==> config.mk <==
export PLATFORM = sky130hd
export DESIGN_NAME = psm_ctrl
export DESIGN_NICKNAME = d
export VERILOG_FILES = /design/src/psm_pkg.sv /design/src/psm_ctrl.sv /design/src/psm_sync.sv
export SDC_FILE = /design/constraint.sdc
export NUM_CORES = 1
export LEC_CHECK = 0
export ABC_AREA = 1
export BUFFER_PORTS_ARGS = -buffer_cell sky130_fd_sc_hd__buf_2
export CORE_UTILIZATION = 30
export DETAILED_ROUTE_END_ITERATION = 16
export PLACE_DENSITY = 0.6
export SKIP_CTS_REPAIR_TIMING = 1
export SYNTH_ARGS = -nofsm -noshare
export SYNTH_HDL_FRONTEND = slang
export SYNTH_SLANG_ARGS = --single-unit
==> constraint.sdc <==
create_clock -name clk_i -period 1.3 [get_ports clk_i]
set_input_delay 0.065 -clock clk_i [delete_from_list [all_inputs] [get_ports clk_i]]
set_output_delay 0.065 -clock clk_i [all_outputs]
set_load 0.1 [all_outputs]
==> src/psm_pkg.sv <==
// Package: constants for the power saving mode controller
package psm_pkg;
  localparam logic [7:0] ADDR_PWR_CTRL = 8'h87;
  localparam logic [7:0] ADDR_WAKE_EN = 8'hb6;
  localparam logic [7:0] ADDR_STATUS = 8'hc4;
  localparam logic [7:0] RST_PWR_CTRL = 8'h00;
  localparam logic [7:0] RST_WAKE_EN = 8'h9f;
  localparam logic [7:0] WAKE_EN_MASK = 8'hdf;
  localparam logic [7:0] KEY_FIRST = 8'haf;
  localparam logic [7:0] KEY_SECOND = 8'h50;
  localparam int BIT_STOP = 1;
  localparam int BIT_STOP_RST = 3;
  localparam int BIT_PWE = 4;
  localparam int BIT_IDLE = 5;
  localparam int BIT_WD_WAKE = 6;
  localparam int BIT_KB_WAKE = 7;
  localparam int NUM_EXT = 5;
  typedef enum logic [2:0] {
    PSM_RUN = 3'b001,
    PSM_IDLE = 3'b010,
    PSM_STOP = 3'b100
  } psm_mode_e;
endpackage

==> src/psm_ctrl.sv <==
// Power saving mode controller with classic Wishbone register slave
//
// Register access over Wishbone was chosen for this implementation.
`timescale 1ns/1ps
`default_nettype none
module psm_ctrl (
  input wire logic clk_i,
  input wire logic rst_i,
  input wire logic cyc_i,
  input wire logic stb_i,
  input wire logic we_i,
  input wire logic [7:0] adr_i,
  input wire logic [3:0] sel_i,
  input wire logic [31:0] dat_i,
  output logic [31:0] dat_o,
  output logic ack_o,
  input wire logic [4:0] ext_pin_i,
  input wire logic kbd_change_i,
  input wire logic wdt_event_i,
  input wire logic irq_any_i,
  input wire logic ext_data_move_i,
  output logic cpu_clk_en_o,
  output logic periph_clk_en_o,
  output logic sys_clk_en_o,
  output logic wake_reset_o,
  output logic [6:0] wake_src_o,
  output logic wake_vector_req_o,
  output logic flash_write_en_o
);
  ////////////////////////////////////////////////////////////////////////////
  logic [5:0] pin_sync;
  logic [5:0] pin_prev_ff;
  logic [5:0] nxt_pin_prev;
  psm_sync #(.W(6)) u_sync (
    .clk_i(clk_i),
    .rst_i(rst_i),
    .d_i({kbd_change_i, ext_pin_i}),
    .q_o(pin_sync)
  );
  always_comb begin
    nxt_pin_prev = pin_sync;
  end
  always_ff @(posedge clk_i) begin
    if (rst_i) begin
      pin_prev_ff <= '0;
    end else begin
      pin_prev_ff <= nxt_pin_prev;
    end
  end

  ////////////////////////////////////////////////////////////////////////////
  logic [7:0] pwr_ctrl_ff;
  logic [7:0] wake_en_ff;
  logic [1:0] key_ff;
  logic ack_ff;
  logic [31:0] dat_ff;
  psm_pkg::psm_mode_e mode_ff;
  logic cpu_clk_ff;
  logic periph_clk_ff;
  logic sys_clk_ff;
  logic wake_rst_ff;
  logic [6:0] wake_src_ff;
  logic vec_ff;
  logic flash_we_ff;
  logic [7:0] nxt_pwr_ctrl;
  logic [7:0] nxt_wake_en;
  logic [1:0] nxt_key;
  logic nxt_ack;
  logic [31:0] nxt_dat;
  psm_pkg::psm_mode_e nxt_mode;
  logic nxt_cpu_clk;
  logic nxt_periph_clk;
  logic nxt_sys_clk;
  logic nxt_wake_rst;
  logic [6:0] nxt_wake_src;
  logic nxt_vec;
  logic nxt_flash_we;
  logic req;
  logic wr_lane0;
  logic [5:0] pin_edge;
  logic [6:0] stop_wake;
  logic stop_any;
  logic idle_any;

  // Rising-edge detection on synchronised pins, gated by enables for stop wake only
  always_comb begin
    req = cyc_i && stb_i && !ack_ff;
    wr_lane0 = req && we_i && sel_i[0];
    pin_edge = pin_sync & ~pin_prev_ff;
    stop_wake[4:0] = pin_edge[4:0] & wake_en_ff[4:0];
    stop_wake[5] = pin_edge[5] & wake_en_ff[psm_pkg::BIT_KB_WAKE];
    stop_wake[6] = wdt_event_i & wake_en_ff[psm_pkg::BIT_WD_WAKE];
    stop_any = |stop_wake;
    idle_any = |pin_edge | wdt_event_i | irq_any_i;
  end

  ////////////////////////////////////////////////////////////////////////////
  always_comb begin
    nxt_pwr_ctrl = pwr_ctrl_ff;
    nxt_wake_en = wake_en_ff;
    nxt_key = key_ff;
    nxt_ack = req;
    nxt_dat = dat_ff;
    nxt_mode = mode_ff;
    nxt_wake_rst = 1'b0;
    nxt_vec = 1'b0;
    nxt_wake_src = wake_src_ff;
    if (req && !we_i) begin
      case (adr_i)
        psm_pkg::ADDR_PWR_CTRL: nxt_dat = {24'h00_0000, pwr_ctrl_ff};
        psm_pkg::ADDR_WAKE_EN: nxt_dat = {24'h00_0000, wake_en_ff};
        psm_pkg::ADDR_STATUS: nxt_dat = {16'h0000, 1'b0, wake_src_ff, 5'h00, mode_ff};
        default: nxt_dat = 32'h0000_0000;
      endcase
    end
    if (wr_lane0) begin
      if (adr_i == psm_pkg::ADDR_PWR_CTRL) begin
        nxt_pwr_ctrl = dat_i[7:0];
        nxt_key = 2'b00;
      end else if (adr_i == psm_pkg::ADDR_WAKE_EN) begin
        if (key_ff == 2'b10) begin
          nxt_wake_en = dat_i[7:0] & psm_pkg::WAKE_EN_MASK;
          nxt_key = 2'b00;
        end else if (dat_i[7:0] == psm_pkg::KEY_FIRST) begin
          nxt_key = 2'b01;
        end else if (key_ff == 2'b01 && dat_i[7:0] == psm_pkg::KEY_SECOND) begin
          nxt_key = 2'b10;
        end else begin
          nxt_key = 2'b00;
        end
      end else begin
        nxt_key = 2'b00;
      end
    end
    case (mode_ff)
      psm_pkg::PSM_RUN: begin
        if (nxt_pwr_ctrl[psm_pkg::BIT_STOP]) begin
          nxt_mode = psm_pkg::PSM_STOP;
        end else if (nxt_pwr_ctrl[psm_pkg::BIT_IDLE]) begin
          nxt_mode = psm_pkg::PSM_IDLE;
        end
      end
      psm_pkg::PSM_IDLE: begin
        if (idle_any) begin
          nxt_mode = psm_pkg::PSM_RUN;
          nxt_pwr_ctrl[psm_pkg::BIT_IDLE] = 1'b0;
          nxt_pwr_ctrl[psm_pkg::BIT_STOP] = 1'b0;
          nxt_wake_src = {wdt_event_i, pin_edge};
        end
      end
      psm_pkg::PSM_STOP: begin
        if (stop_any) begin
          nxt_mode = psm_pkg::PSM_RUN;
          nxt_pwr_ctrl[psm_pkg::BIT_IDLE] = 1'b0;
          nxt_pwr_ctrl[psm_pkg::BIT_STOP] = 1'b0;
          nxt_wake_src = stop_wake;
          nxt_wake_rst = pwr_ctrl_ff[psm_pkg::BIT_STOP_RST];
          nxt_vec = !pwr_ctrl_ff[psm_pkg::BIT_STOP_RST];
        end
      end
      default: nxt_mode = psm_pkg::PSM_RUN;
    endcase
    nxt_cpu_clk = (nxt_mode == psm_pkg::PSM_RUN);
    nxt_periph_clk = (nxt_mode != psm_pkg::PSM_STOP);
    nxt_sys_clk = (nxt_mode != psm_pkg::PSM_STOP);
    nxt_flash_we = ext_data_move_i && pwr_ctrl_ff[psm_pkg::BIT_PWE];
  end

  always_ff @(posedge clk_i) begin
    if (rst_i) begin
      pwr_ctrl_ff <= psm_pkg::RST_PWR_CTRL;
      wake_en_ff <= psm_pkg::RST_WAKE_EN;
      key_ff <= 2'b00;
      ack_ff <= 1'b0;
      dat_ff <= 32'h0000_0000;
      mode_ff <= psm_pkg::PSM_RUN;
      cpu_clk_ff <= 1'b1;
      periph_clk_ff <= 1'b1;
      sys_clk_ff <= 1'b1;
      wake_rst_ff <= 1'b0;
      wake_src_ff <= 7'h00;
      vec_ff <= 1'b0;
      flash_we_ff <= 1'b0;
    end else begin
      pwr_ctrl_ff <= nxt_pwr_ctrl;
      wake_en_ff <= nxt_wake_en;
      key_ff <= nxt_key;
      ack_ff <= nxt_ack;
      dat_ff <= nxt_dat;
      mode_ff <= nxt_mode;
      cpu_clk_ff <= nxt_cpu_clk;
      periph_clk_ff <= nxt_periph_clk;
      sys_clk_ff <= nxt_sys_clk;
      wake_rst_ff <= nxt_wake_rst;
      wake_src_ff <= nxt_wake_src;
      vec_ff <= nxt_vec;
      flash_we_ff <= nxt_flash_we;
    end
  end

  assign dat_o = dat_ff;
  assign ack_o = ack_ff;
  assign cpu_clk_en_o = cpu_clk_ff;
  assign periph_clk_en_o = periph_clk_ff;
  assign sys_clk_en_o = sys_clk_ff;
  assign wake_reset_o = wake_rst_ff;
  assign wake_src_o = wake_src_ff;
  assign wake_vector_req_o = vec_ff;
  assign flash_write_en_o = flash_we_ff;

  ////////////////////////////////////////////////////////////////////////////
  // Checks
  // Armed one edge after reset, so no sampled history reaches before it
  logic chk_armed_ff;
  logic nxt_chk_armed;
  always_comb begin
    nxt_chk_armed = 1'b1;
  end
  always_ff @(posedge clk_i) begin
    if (rst_i) begin
      chk_armed_ff <= 1'b0;
    end else begin
      chk_armed_ff <= nxt_chk_armed;
    end
  end
endmodule // psm_ctrl
`default_nettype wire

==> src/psm_sync.sv <==
// Two-flop synchroniser for asynchronous wake pins
`timescale 1ns/1ps
`default_nettype none
module psm_sync #(
  parameter int W = 6
) (
  input wire logic clk_i,
  input wire logic rst_i,
  input wire logic [W-1:0] d_i,
  output logic [W-1:0] q_o
);
  logic [W-1:0] meta_ff;
  logic [W-1:0] sync_ff;
  logic [W-1:0] nxt_meta;
  logic [W-1:0] nxt_sync;
  always_comb begin
    nxt_meta = d_i;
    nxt_sync = meta_ff;
  end
  always_ff @(posedge clk_i) begin
    if (rst_i) begin
      meta_ff <= '0;
      sync_ff <= '0;
    end else begin
      meta_ff <= nxt_meta;
      sync_ff <= nxt_sync;
    end
  end
  assign q_o = sync_ff;
endmodule // psm_sync
`default_nettype wire

==> out/qor.txt <==
WS Path Type - flip-flop to flip-flop
Tcrit/Tclk final - 104%
failing checks - negative setup slack
switching part of the total - 26.4%
clock skew - 0.00688 ns
GPL Wtd Cong - 0.852
layout cells sized above 1 - 38.3%
CTS tree - built
Netlist cell types - 36
RSZ-0062 raised after global routing - yes
Crit. End Element - flip-flop
Hold WC Path Type - input pin to flip-flop
cell area after synthesis - 2970 um^2
DR iter-0 viols - 99
clk buf depth - 2
routing usage on met2 - 22.5%
num rows - 35
post-route ant nets - 0
commonest non-fill, non-tap cells in the layout - buf_2, nand2_1, dfxtp_1, inv_1, nor2_1
GRT met3 Usage - 4.07%
max_slew headroom - 66.5%
Port Buf Inserts - 59
die width - 102 um
Worst Path Required - 1.51 ns
max incr delay on CP - 0.30 ns
leak pwr - 1.89 nW
Reg area - 1340 um^2
fillcell total - 974
status - finished with violations
area added between synthesis and finish - 37.3%
die area - 10300 um^2
Synth area leaders - dfxtp_1, nand2_1, nor2_1
largest net degree at the start of global routing - 43
yosys warns - 0
Logic pwr share - 12.4%
vias in the first global route - 2366
syn_area_per_cell - 7.58 um^2
Max Cap Viol - 0
design area - 4080 um^2
Arrival @ worst endpoint - 1.56 ns
Slew Viols, Final - 0
hold depth - 3
Starting Density - 31.5%
fmax - 740 MHz
reported net switching power - 1.15 mW
Clock transition at path regs - 0.06 ns
Clock Power Share - 40.3%
TritonCTS Buffers - 9
Worst Setup Slack, final - -0.0505 ns
Startpoint Class - flip-flop
Pint - 3.20 mW
DRT Pass-1 Iters - 4
PD cells - 1070 nW/um^2
final WL - 7170 um
area leader, netlist - dfxtp_1
FF+latch count, synth - 66
critical-path cell list - inv_1 > nor2_4 > nand2_1 > nand2_1 > nor2_2 > nand2_4 > buf_4 > nor2_1 > o21ai_2
CP max FO - 3
H-tree depth - 3
Stages on worst setup path - 9
Root Buffer - clkbuf_8
Antenna diodes - 0
clk sinks - 66
CP top delay family - simple AND/OR/NAND/NOR gates
placed instance area - 3490 um^2
vias - 2711
slowest stage cell, crit path - dfxtp_1
Hold WS - 0.0128 ns
reg2reg path depth - 9
Die Height - 102 um
synthesized netlist cell count - 392
Core Region - 9420 um^2
Fin. Hold Viols - 0
Placed Instances - 589
DRC Markers - 0
Via-to-Cell Ratio - 4.35
post-DP HPWL - 4960 um
initial antenna violation count - 0
global-route wire length before repair - 10700 um
fin cells - 623
Sequential Power Share - 47.3%
Yosys top cell area share - 44.5%
crit path buf inv count - 2
grt total ovfl - 0
footprint of the multi-input gates - 1500 um^2
Worst-Skew Late Latency - 0.34 ns
top-level I/O count - 104
cell mode on critical path - nand2_1
met1 usage - 16.9%
Peak VDD IR - 0.000415 V
busiest grt layer - met2
GRT Resource Usage Total - 13.7%
commonest non-fill, non-tap cell in the layout - buf_2
Slew @ Worst Pin - 0.502 ns
fraction of the yosys area taken by sequential cells - 44.5%
nets - 548
Setup violations, final - 16
drt wl/cell - 11.5 um
clock period minus worst slack - 1.35 ns
[routing by layer]
| metal | routed length, um | share of wire, % | vias to the layer above |
|---|---|---|---|
| met5 | 0 | 0 | - |
| met4 | 30 | 0.42 | 0 |
| met3 | 464 | 6.5 | 2 |
| met2 | 3500 | 49 | 81 |
| met1 | 3170 | 44 | 1222 |
| li1 | - | - | 1406 |
[area by class of cell]
class	instances	area share, %
repair buffers	98	16.0
clock buffers	13	4.14
multi-input cells	260	36.7
inverters	55	5.40
well taps	129	3.96
flip-flops and latches	66	32.9
clock inverters	2	0.859
[power by group through the flow]
| stage | registers (mW) | clock network [mW] | logic [mW] |
|---|---|---|---|
| floorplan | 2.12 | 0 | 0.391 |
| global placement | 2.10 | 0 | 0.476 |
| detailed placement | 2.10 | 0 | 0.479 |
| CTS | 2.05 | 1.80 | 0.480 |
| global route | 2.06 | 1.89 | 0.576 |
| finish | 2.06 | 1.76 | 0.540 |
[path summary, 6_finish.rpt]
kind	slack [ns]	end	start
min reg2reg	0.39	u_sync.q_o[4]$_SDFF_PP0_	u_sync.meta_ff[4]$_SDFF_PP0_
max reg2reg	-0.05	sys_clk_en_o$_SDFF_PP1_	u_sync.q_o[0]$_SDFF_PP0_
min	0.01	ack_o$_SDFF_PP0_	stb_i
max	-0.05	sys_clk_en_o$_SDFF_PP1_	u_sync.q_o[0]$_SDFF_PP0_
[cell families (layout without fill, tap and decap cells)]
group | after synthesis | in the layout | share of synthesized area [%]
AO/OA/AOI/OAI | 51 | 51 | 10.5
buffers and inverters | 83 | 168 | 13.7
flip-flops | 66 | 66 | 44.5
other | 1 | 17 | 0.126
AND/OR/NAND/NOR | 191 | 192 | 31.1
[state kept, by name, summed over array words and instances (netlist names)]
register / count
u_sync.q_o: 6
dat_o: 15
pin_prev_ff: 6
u_sync.meta_ff: 6
wake_reset_o: 1
wake_src_o: 7
wake_vector_req_o: 1
pwr_ctrl_ff: 8
mode_ff: 3
cpu_clk_en_o: 1
wake_en_ff: 7
key_ff: 2
sys_clk_en_o: 1
flash_write_en_o: 1
ack_o: 1
[worst min-delay path: cells and delay by family]
| family | cells | cell delay, ns |
|---|---|---|
| simple gates | 2 | 0.14 |
| buf+inv | 1 | 0.11 |
[metrics by stage]
step / setup slack, ns / power (mW) / TNS (ns) / util, %
after floorplan: -0.0615 / 2.51 / -0.391 / -
after global placement: -0.0403 / 2.57 / -0.101 / 37.0
after detailed placement: -0.0567 / 2.58 / -0.221 / 37.0
after CTS: -0.0739 / 4.33 / -0.445 / 39.2
after global routing: -0.153 / 4.52 / -3.13 / 43.3
final: -0.0505 / 4.35 / -0.231 / 43.3
[synthesized netlist by cell type]
cell / number
nand2_1: 67
dfxtp_1: 66
nor2_1: 53
inv_1: 49
nand3_1: 32
buf_4: 18
a21oi_1: 16
o21ai_0: 13
a22oi_1: 7
nand2_2: 7
nor2_4: 6
a21boi_0: 5
clkbuf_1: 5
inv_2: 5
nand4_1: 5
nor3_1: 5
nand2_4: 4
nor2_2: 4
nor3_2: 3
o211ai_1: 3
buf_2: 2
buf_6: 2
nor4_1: 2
a21boi_2: 1
a21oi_2: 1
buf_8: 1
clkinv_1: 1
conb_1: 1
nand3_2: 1
nand3_4: 1
o21a_1: 1
o21ai_1: 1
o21ai_2: 1
o21bai_1: 1
o22ai_1: 1
or2_0: 1
Power figures use the tool's default switching activity.
